[src/hdl/ufc_pkg.sv]
`default_nettype none
package ufc_pkg;
  // ****************************************
  // Register map
  // ****************************************
  localparam logic [5:0] UFC_OFS_FUNCTION_ADDRESS_REG = 6'h00;   // Function address
  localparam logic [5:0] UFC_OFS_POWER = 6'h01;   // Device power control
  localparam logic [5:0] UFC_OFS_IRQ_FLAG = 6'h06; // Common event flags, clear on read
  localparam logic [5:0] UFC_OFS_IRQ_EN = 6'h0b;   // Common event enables

  // ****************************************
  // Power register fields
  // ****************************************
  localparam int UFC_PWR_SUSPEND_DETECT_ENABLE = 0;   // Suspend detect enable
  localparam int UFC_PWR_SUSPEND_STATUS = 1;   // Suspend status
  localparam int UFC_PWR_RESUME = 2;  // Remote wakeup drive
  localparam int UFC_PWR_BUSRST = 3;  // Bus reset status / soft reset
  localparam int UFC_PWR_INHIBIT = 4; // Block inhibit
  localparam int UFC_PWR_ISO = 7;     // Iso update gate

  // ****************************************
  // Address register fields
  // ****************************************
  localparam int UFC_FA_PEND = 7;     // Address pending flag
  localparam int UFC_FA_W = 7;        // Address width

  // ****************************************
  // Event flag fields
  // ****************************************
  localparam int UFC_EV_SUSPEND = 0;
  localparam int UFC_EV_RESUME = 1;
  localparam int UFC_EV_RESET = 2;
  localparam int UFC_EV_SOF = 3;
  localparam int UFC_EV_W = 4;

  // ****************************************
  // Reset values
  // ****************************************
  localparam logic [UFC_FA_W-1:0] UFC_FA_RST = 7'h00;
  localparam logic [UFC_EV_W-1:0] UFC_EV_EN_RST = 4'he;     // Suspend off
  localparam logic [UFC_EV_W-1:0] UFC_EV_EN_BUSRST = 4'he;  // All but suspend
endpackage
`default_nettype wire

[src/hdl/ufc_if.sv]
`default_nettype none
interface ufc_if #(parameter int N_EP = 3);
  // Address side
  logic wr_addr;            // Software wrote the address register
  logic [6:0] wr_data;      // Written address
  logic xfer_done;          // Current transfer finished
  logic bus_rst;            // Bus reset edge
  logic [6:0] act_addr;     // Address in force
  logic [6:0] new_addr;     // Last written address
  logic pending;            // New address not yet in force
  // Iso side
  logic iso_gate;           // Hold iso packets until frame start
  logic sof;                // Frame start
  logic [N_EP-1:0] is_iso;  // Endpoint is isochronous IN
  logic [N_EP-1:0] loaded;  // Packet loaded into endpoint
  logic [N_EP-1:0] held;    // Packet held back
  modport ctl (output wr_addr, wr_data, xfer_done, bus_rst, iso_gate, sof, is_iso, loaded,
    input act_addr, new_addr, pending, held);
  modport addr_side (input wr_addr, wr_data, xfer_done, bus_rst,
    output act_addr, new_addr, pending);
  modport iso_side (input iso_gate, sof, is_iso, loaded, bus_rst, output held);
endinterface
`default_nettype wire

[src/hdl/ufc_addr.sv]
`default_nettype none
module ufc_addr (
  // Clock and reset
  input wire logic clk,
  input wire logic rst_n,
  // Control link
  ufc_if.addr_side lk
);
  import ufc_pkg::*;

  logic [UFC_FA_W-1:0] act_ff;  // Address used for matching
  logic [UFC_FA_W-1:0] new_ff;  // Address waiting for transfer end
  logic pend_ff;                // Waiting flag

  // Written address is parked until the transfer ends
  always_ff @(posedge clk or negedge rst_n) begin
    if (!rst_n) begin
      act_ff <= UFC_FA_RST;
      new_ff <= UFC_FA_RST;
      pend_ff <= 1'b0;
    end else if (lk.bus_rst) begin
      // Bus reset drops the address at once
      act_ff <= UFC_FA_RST;
      new_ff <= UFC_FA_RST;
      pend_ff <= 1'b0;
    end else if (lk.wr_addr) begin
      new_ff <= lk.wr_data;
      pend_ff <= 1'b1;
    end else if (pend_ff && lk.xfer_done) begin
      act_ff <= new_ff;
      pend_ff <= 1'b0;
    end
  end

  assign lk.act_addr = act_ff;
  assign lk.new_addr = new_ff;
  assign lk.pending = pend_ff;
endmodule
`default_nettype wire

[src/hdl/ufc_iso.sv]
`default_nettype none
module ufc_iso #(
  parameter int N_EP = 3
) (
  // Clock and reset
  input wire logic clk,
  input wire logic rst_n,
  // Control link
  ufc_if.iso_side lk
);
  import ufc_pkg::*;

  logic [N_EP-1:0] held_ff;  // One hold bit per IN endpoint

  // An iso packet loaded while the gate is on waits for the next frame start
  always_ff @(posedge clk or negedge rst_n) begin
    if (!rst_n) begin
      held_ff <= '0;
    end else if (lk.bus_rst || lk.sof) begin
      // Frame start releases every held packet
      held_ff <= '0;
    end else if (lk.iso_gate) begin
      held_ff <= held_ff | (lk.loaded & lk.is_iso);
    end
  end

  assign lk.held = held_ff;
endmodule
`default_nettype wire

[src/hdl/ufc_top.sv]
`default_nettype none
module ufc_top
  import ufc_pkg::*;
#(
  parameter int N_EP = 3
) (
  // Clock and reset
  input wire logic sys_clk,
  input wire logic arst_n,
  // Register port
  input wire logic [5:0] reg_addr,
  input wire logic reg_wr,
  input wire logic reg_rd,
  input wire logic [7:0] reg_wdata,
  output logic [7:0] reg_rdata,
  // Bus events from the transceiver side
  input wire logic bus_reset_det,
  input wire logic suspend_det,
  input wire logic resume_det,
  input wire logic sof_pulse,
  input wire logic xfer_done,
  // Isochronous IN endpoints
  input wire logic [N_EP-1:0] ep_is_iso,
  input wire logic [N_EP-1:0] ep_pkt_loaded,
  input wire logic in_token,
  input wire logic [1:0] in_token_ep,
  output logic [N_EP-1:0] ep_tx_hold,
  output logic send_zlp,
  // Device level state
  output logic [UFC_FA_W-1:0] func_addr,
  output logic block_enabled,
  output logic suspended,
  output logic resume_drive,
  output logic event_pending,
  // Side effects on neighbouring blocks
  output logic fifo_flush,
  output logic ep_regs_clear,
  output logic usb_rst_n
);

  // ****************************************
  // Soft reset
  // ****************************************

  logic soft_rst_ff;   // One cycle block reset request
  logic blk_rst_n;     // Reset of every block register but soft_rst_ff

  // Self clearing: the request flop itself only sees the pin reset,
  // otherwise it would clear itself asynchronously and glitch
  always_ff @(posedge sys_clk or negedge arst_n) begin
    if (!arst_n) begin
      soft_rst_ff <= 1'b0;
    end else if (soft_rst_ff) begin
      soft_rst_ff <= 1'b0;
    end else if (reg_wr && reg_addr == UFC_OFS_POWER && reg_wdata[UFC_PWR_BUSRST]) begin
      soft_rst_ff <= 1'b1;
    end
  end

  // Block reset combines pin reset and software request
  assign blk_rst_n = arst_n & ~soft_rst_ff;
  assign usb_rst_n = blk_rst_n;

  // ****************************************
  // Decode
  // ****************************************

  logic wr_power;      // Write to power register
  logic wr_function_address_reg;      // Write to address register
  logic wr_irq_en;     // Write to event enable register
  logic rd_irq_flag;   // Read of event flags

  // Plain address compare, one strobe per register
  always_comb begin
    wr_power = 1'b0;
    wr_function_address_reg = 1'b0;
    wr_irq_en = 1'b0;
    rd_irq_flag = 1'b0;
    if (reg_addr == UFC_OFS_POWER) begin
      wr_power = reg_wr;
    end else if (reg_addr == UFC_OFS_FUNCTION_ADDRESS_REG) begin
      wr_function_address_reg = reg_wr;
    end else if (reg_addr == UFC_OFS_IRQ_EN) begin
      wr_irq_en = reg_wr;
    end else if (reg_addr == UFC_OFS_IRQ_FLAG) begin
      rd_irq_flag = reg_rd;
    end
  end

  // ****************************************
  // Bus reset detection
  // ****************************************

  logic rst_seen_ff;   // Reset signaling seen last cycle
  logic bus_rst_edge;  // Start of reset signaling

  // Side effects fire once at the start, not for the whole reset
  always_ff @(posedge sys_clk or negedge blk_rst_n) begin
    if (!blk_rst_n) begin
      rst_seen_ff <= 1'b0;
    end else begin
      rst_seen_ff <= bus_reset_det;
    end
  end

  assign bus_rst_edge = bus_reset_det & ~rst_seen_ff;
  assign fifo_flush = bus_rst_edge;
  assign ep_regs_clear = bus_rst_edge;

  // ****************************************
  // Power control bits
  // ****************************************

  logic suspend_detect_enable_ff;      // Suspend detect enable
  logic resume_ff;     // Remote wakeup drive
  logic inhibit_ff;    // Block inhibited
  logic iso_gate_ff;   // Iso update gate

  // Plain software bits
  always_ff @(posedge sys_clk or negedge blk_rst_n) begin
    if (!blk_rst_n) begin
      suspend_detect_enable_ff <= 1'b0;
      resume_ff <= 1'b0;
      iso_gate_ff <= 1'b0;
    end else if (wr_power) begin
      suspend_detect_enable_ff <= reg_wdata[UFC_PWR_SUSPEND_DETECT_ENABLE];
      // Software ends the wakeup drive itself after its own delay
      resume_ff <= reg_wdata[UFC_PWR_RESUME];
      iso_gate_ff <= reg_wdata[UFC_PWR_ISO];
    end
  end

  // Inhibit only falls under software; rises only by reset
  always_ff @(posedge sys_clk or negedge blk_rst_n) begin
    if (!blk_rst_n) begin
      inhibit_ff <= 1'b1;
    end else if (wr_power && !reg_wdata[UFC_PWR_INHIBIT]) begin
      inhibit_ff <= 1'b0;
    end
  end

  assign block_enabled = ~inhibit_ff;
  assign resume_drive = resume_ff;

  // ****************************************
  // Suspend state
  // ****************************************

  logic susp_ff;       // In suspend mode
  logic susp_enter;    // Suspend begins this cycle
  logic susp_exit;     // Any reason to leave suspend

  // Exit reasons: resume seen or driven, bus reset; block reset acts via reset
  assign susp_exit = resume_det | resume_ff | bus_reset_det;
  assign susp_enter = suspend_detect_enable_ff & suspend_det & ~susp_ff & ~susp_exit;

  // Exit wins over entry so a reset during suspend never sticks
  always_ff @(posedge sys_clk or negedge blk_rst_n) begin
    if (!blk_rst_n) begin
      susp_ff <= 1'b0;
    end else if (susp_exit) begin
      susp_ff <= 1'b0;
    end else if (susp_enter) begin
      susp_ff <= 1'b1;
    end
  end

  assign suspended = susp_ff;

  // ****************************************
  // Event flags and enables
  // ****************************************

  logic [UFC_EV_W-1:0] ev_en_ff;    // Event enables
  logic [UFC_EV_W-1:0] ev_flag_ff;  // Sticky event flags
  logic [UFC_EV_W-1:0] ev_raw;      // Events this cycle
  logic [UFC_EV_W-1:0] ev_en_now;   // Enables in force for this cycle's events

  // Enables; bus reset forces all on except suspend
  always_ff @(posedge sys_clk or negedge blk_rst_n) begin
    if (!blk_rst_n) begin
      ev_en_ff <= UFC_EV_EN_RST;
    end else if (bus_rst_edge) begin
      ev_en_ff <= UFC_EV_EN_BUSRST | (ev_en_ff & 4'h1);
    end else if (wr_irq_en) begin
      ev_en_ff <= reg_wdata[UFC_EV_W-1:0];
    end
  end

  // The reset event sees the enables as the bus reset leaves them
  assign ev_en_now = bus_rst_edge ? (UFC_EV_EN_BUSRST | (ev_en_ff & 4'h1)) : ev_en_ff;

  // Raw events: suspend entry, detected resume while suspended, reset, frame
  always_comb begin
    ev_raw = '0;
    ev_raw[UFC_EV_SUSPEND] = susp_enter;
    ev_raw[UFC_EV_RESUME] = resume_det & susp_ff;
    ev_raw[UFC_EV_RESET] = bus_rst_edge;
    ev_raw[UFC_EV_SOF] = sof_pulse;
  end

  // Flags: cleared by a read or by bus reset, but a new event wins
  always_ff @(posedge sys_clk or negedge blk_rst_n) begin
    if (!blk_rst_n) begin
      ev_flag_ff <= '0;
    end else if (bus_rst_edge) begin
      ev_flag_ff <= ev_raw & ev_en_now;
    end else if (rd_irq_flag) begin
      ev_flag_ff <= ev_raw & ev_en_now;
    end else begin
      ev_flag_ff <= ev_flag_ff | (ev_raw & ev_en_now);
    end
  end

  assign event_pending = |ev_flag_ff;

  // ****************************************
  // Address and iso submodules
  // ****************************************

  ufc_if #(.N_EP(N_EP)) lk ();

  assign lk.wr_addr = wr_function_address_reg;
  assign lk.wr_data = reg_wdata[UFC_FA_W-1:0];
  assign lk.xfer_done = xfer_done;
  assign lk.bus_rst = bus_rst_edge;
  assign lk.iso_gate = iso_gate_ff;
  assign lk.sof = sof_pulse;
  assign lk.is_iso = ep_is_iso;
  assign lk.loaded = ep_pkt_loaded;

  // Deferred address
  ufc_addr u_addr (
    .clk(sys_clk),
    .rst_n(blk_rst_n),
    .lk(lk.addr_side)
  );

  // Iso hold until frame start
  ufc_iso #(.N_EP(N_EP)) u_iso (
    .clk(sys_clk),
    .rst_n(blk_rst_n),
    .lk(lk.iso_side)
  );

  assign func_addr = lk.act_addr;
  assign ep_tx_hold = lk.held;

  // ****************************************
  // Zero length answer
  // ****************************************

  logic tok_ep_ok;     // Token endpoint number in range
  logic tok_held;      // Token endpoint holds a packet

  // Endpoint numbers 1..N_EP map to hold bits 0..N_EP-1; endpoint zero never iso
  always_comb begin
    tok_ep_ok = (in_token_ep != 2'h0) && (int'(in_token_ep) <= N_EP);
    tok_held = 1'b0;
    if (tok_ep_ok) begin
      tok_held = lk.held[int'(in_token_ep) - 1];
    end
  end

  // Handshake reply; data path sends an empty packet instead of the held one
  assign send_zlp = in_token & iso_gate_ff & tok_held;

  // ****************************************
  // Read data
  // ****************************************

  logic [7:0] rdata_ff;    // Registered read data
  logic [7:0] nxt_rdata;   // Selected read data

  // Unmapped offsets read as zero; bits 6:5 of power read as zero
  always_comb begin
    nxt_rdata = 8'h00;
    if (reg_addr == UFC_OFS_POWER) begin
      nxt_rdata[UFC_PWR_SUSPEND_DETECT_ENABLE] = suspend_detect_enable_ff;
      nxt_rdata[UFC_PWR_SUSPEND_STATUS] = susp_ff;
      nxt_rdata[UFC_PWR_RESUME] = resume_ff;
      nxt_rdata[UFC_PWR_BUSRST] = bus_reset_det;
      nxt_rdata[UFC_PWR_INHIBIT] = inhibit_ff;
      nxt_rdata[UFC_PWR_ISO] = iso_gate_ff;
    end else if (reg_addr == UFC_OFS_FUNCTION_ADDRESS_REG) begin
      nxt_rdata = {lk.pending, lk.new_addr};
    end else if (reg_addr == UFC_OFS_IRQ_FLAG) begin
      nxt_rdata = {4'h0, ev_flag_ff};
    end else if (reg_addr == UFC_OFS_IRQ_EN) begin
      nxt_rdata = {4'h0, ev_en_ff};
    end
  end

  // Data is captured on the read strobe and held until the next read
  always_ff @(posedge sys_clk or negedge blk_rst_n) begin
    if (!blk_rst_n) begin
      rdata_ff <= 8'h00;
    end else if (reg_rd) begin
      rdata_ff <= nxt_rdata;
    end
  end

  assign reg_rdata = rdata_ff;

endmodule
`default_nettype wire

[config.mk]
export PLATFORM = sky130hd
export DESIGN_NAME = ufc_top
export DESIGN_NICKNAME = d
export VERILOG_FILES = /design/src/hdl/ufc_pkg.sv /design/src/hdl/ufc_if.sv /design/src/hdl/ufc_addr.sv /design/src/hdl/ufc_iso.sv /design/src/hdl/ufc_top.sv
export SDC_FILE = /design/constraint.sdc
export NUM_CORES = 1
export LEC_CHECK = 0
export ABC_AREA = 1
export BUFFER_PORTS_ARGS = -buffer_cell sky130_fd_sc_hd__buf_2
export CAP_MARGIN = 25
export CORE_AREA = 2 2 74 76
export CTS_BUF_LIST = sky130_fd_sc_hd__clkbuf_4 sky130_fd_sc_hd__clkbuf_8
export CTS_CLUSTER_DIAMETER = 200
export DETAILED_ROUTE_END_ITERATION = 16
export DIE_AREA = 0 0 76 78
export SLEW_MARGIN = 10
export SYNTH_ARGS = -nofsm -noshare
export SYNTH_HDL_FRONTEND = slang
export SYNTH_HIERARCHICAL = 1
export SYNTH_SLANG_ARGS = --single-unit
[constraint.sdc]
create_clock -name sys_clk -period 3.51 [get_ports sys_clk]
set_clock_uncertainty 0.05 [all_clocks]
set_input_delay 0.351 -clock sys_clk [delete_from_list [all_inputs] [get_ports sys_clk]]
set_output_delay 0.351 -clock sys_clk [all_outputs]
set_load 0.05 [all_outputs]
[After elaboration in Yosys (flattened, before gate mapping)]
Cells that the tools add are included.
Operators by class
  bitwise operators: 20
  order comparisons: 1
  eq/ne operators: 4
  add/subtract/negate cells: 1
  reductions and logical operators: 17
  muxes and demuxes: 39
Operators by type and width (count)
  2-to-1 mux 7 bit: 5
  2-to-1 mux 4 bit: 6
  2-to-1 mux 1 bit: 21
  2-to-1 mux 8 bit: 2
  nonzero test 2 bit: 6
  AND 1 bit: 8
  equality test 6 x 1 -> 1 bit (second input constant): 1
  equality test 6 x 3 -> 1 bit (second input constant): 1
  equality test 6 x 4 -> 1 bit (second input constant): 1
  zero test 6 bit: 1
  2-to-1 mux 3 bit: 2
  NOT 1 bit: 6
  2-to-1 mux 5 bit: 1
  AND 4 bit: 1
  logical AND 1 bit: 4
  less-than comparator 3 x 4 -> 1 bit (second input constant): 1
  bitwise OR 4 bit: 1
  AND reduction 2 bit: 2
  OR reduction 4 bit: 1
  AND 3 bit: 1
  bitwise OR 3 bit: 1
  nonzero test 3 bit: 1
  subtractor 2 x 1 -> 3 bit (second input constant): 1
  binary-select mux 1 bit (select 2 bit): 1
  other kinds (5): 6
Storage, ports and cells
  flip-flop bits (word level): 41
  input bits: 32
  logic and storage cells: 97
  output and inout port bits: 26

[Depth between registers and ports, before layout]
  word-level depth: 8
  gate-level depth with buffers: 10
  gate-level depth less buffers: 9

[Cells and area by module]
The synthesis kept the hierarchy.
Modules (own cells, without submodules)
  ufc_top: sequential area each 580.6 um^2, instances 1, area an instance 1222.4 um^2, cells each 162
  ufc_addr: sequential area each 375.4 um^2, instances 1, area an instance 618.1 um^2, cells each 68
  ufc_iso: sequential area each 75.1 um^2, instances 1, area an instance 136.4 um^2, cells each 13

[Least setup slack after synthesis]
OpenSTA, ideal clock, no wires.
  path type: input to output
  start: input arst_n
  end: output usb_rst_n
  data arrival time: 2785 ps
  path buffers: 0
  required time: 3109 ps
  slack: 324 ps
  cell stages on the path: 2
  cells stage by stage: inv_1 nor2_1
On the way
  word-level cells in the longest chain between the ends: 1
RTL lines
  start, declared: RTL line ufc_top.sv:9  | input wire logic arst_n,
  AND 1 bit: RTL line ufc_top.sv:61  | assign blk_rst_n = arst_n & ~soft_rst_ff;
  end, declared: RTL line ufc_top.sv:38  | output logic usb_rst_n
No other way between the ends.

[Worst setup path in the final report]
  start: register rst_seen_ff
  end: output fifo_flush
On the way
  word-level cells in the longest chain between the ends: 2
RTL lines
  start, declared: RTL line ufc_top.sv:94  | logic rst_seen_ff;
  start signal, assigned: RTL line ufc_top.sv:102  | rst_seen_ff <= bus_reset_det;
  NOT 1 bit: RTL line ufc_top.sv:106  | assign bus_rst_edge = bus_reset_det & ~rst_seen_ff;
  AND 1 bit: RTL line ufc_top.sv:106
  end, declared: RTL line ufc_top.sv:36  | output logic fifo_flush,
No other way between the ends.

==> results.sh <==
export IMPL_status="complete, no violations"
export IMPL_grt_util_all_layers_pct=16.6
export IMPL_cts_root_buf="clkbuf_8"
export IMPL_die_area_um2=5930
export IMPL_seq_area_frac_synth_pct=52.2
export IMPL_ys_seq_elements=41
export IMPL_synth_area_leader_cell="dfrtp_1"
export IMPL_fillers=514
export IMPL_antenna_left=0
export IMPL_postCtsSetupBuffers=0
export IMPL_worstReg2RegStart="rst_seen_ff"
export IMPL_cap_violations=0
export IMPL_ff2ff_setup_slack_ps=1820
export IMPL_tightest_slew_ps=691
export IMPL_grt_pass1_wl_mm=7.83
export IMPL_drt_iter0_drc=68
export IMPL_postRouteWirelength_mm=4.57
export IMPL_vias=1734
export IMPL_grt_overflow=0
export IMPL_rows=26
export IMPL_r2r_end="u_addr/lk.act_addr[3]"
export IMPL_hpwl_mm=3.54
export IMPL_htree_levels=2
export IMPL_synth_avg_cell_area_um2=8.14
export IMPL_path_clk_slew_ps=70
export IMPL_grt_pass1_vias=1631
export IMPL_fin_worst_hold_slack_ps=166
export IMPL_crit_family="simple AND/OR/NAND/NOR gates"
export IMPL_dieWidth_um=76
export IMPL_powerDensity_nw_per_um2=392
export IMPL_rsz0062_at_grt="false"
export IMPL_cp_slowest_cell="nor2_1"
export IMPL_insertion_delay_ps=290
export IMPL_cts_sinks=41
export IMPL_fin_cells=376
export IMPL_arrival_ps=1580
export IMPL_drc=0
export IMPL_final_hold_viol_count=0
export IMPL_finalCriticalPeriod_ps=1980
export IMPL_numCtsBuffers=5
export IMPL_path_class="flip-flop to output pin"
export IMPL_place_gp_congestion=0.942
export IMPL_synth_warnings=6
export IMPL_initial_utilization_pct=39.2
export IMPL_min_path_type="input pin to flip-flop"
export IMPL_tns_ps=0
export IMPL_cp_cell_sequence="nor2_1 -> buf_2"
export IMPL_cts_resized=0
export IMPL_cp_required_ps=3110
export IMPL_post_route_period_util_pct=56.5
export IMPL_grt_max_degree=41
export IMPL_syn_inst=243
export IMPL_slew_headroom_pct=53.8
export IMPL_max_freq_mhz=504
export IMPL_finalSetupViolations=0
export IMPL_reg2reg_depth=6
export IMPL_firstDrtPassIters=4
export IMPL_dp_cells=367
export IMPL_final_cell_mix="nand2_1 (76), buf_2 (57), nand3_1 (41)"
export IMPL_utilization_pct=48.4
export IMPL_vdd_drop_max_mv=0.255
export IMPL_io_buffers=57
export IMPL_cts_buffer_depth=2
export IMPL_layout_commonest_cell="nand2_1"
export IMPL_cts_tree="done"
export IMPL_synth_area_um2=1980
export IMPL_drive_above_1_share_pct=29.7
export IMPL_die_h_um=78
export IMPL_antenna_found_initial=0
export IMPL_syn_to_final_growth_pct=23.4
export IMPL_yosysTopAreaCellShare_pct=46.8
export IMPL_crit_path_max_incr_delay_ps=540
export IMPL_antenna_cells=0
export IMPL_viasPerCell=4.61
export IMPL_worstPathMaxFanout=9
export IMPL_start_kind="flip-flop"
export IMPL_final_nets=338
export IMPL_synth_area_leaders="dfrtp_1 (47%), nand2_1 (14%), nand3_1 (10%)"
export IMPL_end_kind="output pin"
export IMPL_synth_distinct_cells=29
export IMPL_wl_per_cell_um=12.2
export IMPL_slew_violations=0
export IMPL_io_pins=58
export IMPL_leakagePower_uw=0.00139
export IMPL_critPathBufInv=1
export IMPL_core_area_um2=5040
export IMPL_min_path_cells=1
export IMPL_hold_path_end="rst_seen_ff"
export IMPL_synth_fp_nets=276
export IMPL_hp_start="bus_reset_det"
worst max path at each step:
stage                      startpoint               endpoint  slack [ps]  cells after the start
after detailed placement  reg_addr[4]  u_addr/lk.act_addr[3]        1440                     10
after floorplan                arst_n            ev_en_ff[0]          10                      2
final                     rst_seen_ff             fifo_flush        1530                      2
after global placement    reg_addr[4]  u_addr/lk.act_addr[3]        1530                     10
after CTS                 rst_seen_ff             fifo_flush        1490                      2
after global routing      rst_seen_ff             fifo_flush        1380                      2
state kept, by name, summed over array words and instances (netlist names):
register / count
u_addr/lk.pending: 1
u_addr/lk.new_addr: 7
soft_rst_ff: 1
iso_gate_ff: 1
suspended: 1
reg_rdata: 8
resume_drive: 1
u_addr/lk.act_addr: 7
rst_seen_ff: 1
ev_flag_ff: 4
ev_en_ff: 4
inhibit_ff: 1
u_iso/lk.held: 3
suspend_detect_enable_ff: 1
cell type report:
type	instances	area [µm²]	area share, %
multi-input combinational	172	820	33.6
sequential	41	1030	42.3
timing repair buffer	59	303	12.4
clock buffer	8	97.6	4.00
tap	70	87.6	3.59
inverter	26	100	4.10
metal layers:
| layer | vias up | GRT usage [%] | part of all wire [%] |
|---|---|---|---|
| met2 | 48 | 26.4 | 46 |
| met4 | 0 | 4.18 | 1.1 |
| li1 | 898 | - | - |
| met1 | 781 | 22.9 | 48 |
| met3 | 7 | 4.07 | 4.6 |
| met5 | - | 0 | 0 |
worst register-to-register path, stage by stage, from the launching register on:
cell and delay (ps):
dfrtp_1 360, nor2_1 540, inv_2 220, nand2_1 150, nand2_2 120, nand2_1 80
nand2_1 40
cell families (layout without fill, tap and decap cells):
logic type | after synthesis | in the layout | share of synthesized area (%)
DFF | 41 | 41 | 52.2
and+or+nand+nor | 154 | 154 | 35.3
AOI/OAI and AO/OA | 17 | 17 | 5.19
adders and majority gates | 1 | 1 | 0.633
buffers and inverters | 30 | 93 | 6.77
what timing repair did:
item | in CTS | in global routing
endpoints found under the hold margin | 1 | 0
hold buffers | 1 | 0
setup endpoints to repair | 0 | 0
Yosys cell counts (all sizes together):
| cell | instances |
|---|---|
| dfrtp | 37 |
| nor3b | 1 |
| inv | 24 |
| nor3 | 1 |
| nand3 | 42 |
| clkbuf | 1 |
| o21ai | 10 |
| clkinv | 2 |
| nand2 | 80 |
| a21oi | 6 |
| or2 | 2 |
| buf | 3 |
| or4 | 1 |
| nand4 | 1 |
| o211ai | 1 |
| dfstp | 4 |
| ha | 1 |
| nor2 | 26 |
where the power goes:
part           internal (µW)  leakage (µW)  switching, µW
Sequential               489      0.000544           14.6
Combinational           36.8      0.000795           86.5
Clock                    176     0.0000523            153
per-stage QoR:
| stage | power, µW | area, µm² | setup slack (ps) |
|---|---|---|---|
| floorplan | 589 | 1980 | 9.68 |
| global placement | 635 | 2330 | 1530 |
| detailed placement | 636 | 2330 | 1440 |
| CTS | 967 | 2440 | 1490 |
| global route | 1000 | 2440 | 1380 |
| finish | 956 | 2440 | 1530 |
No activity file was read; power rests on OpenSTA's default activity.
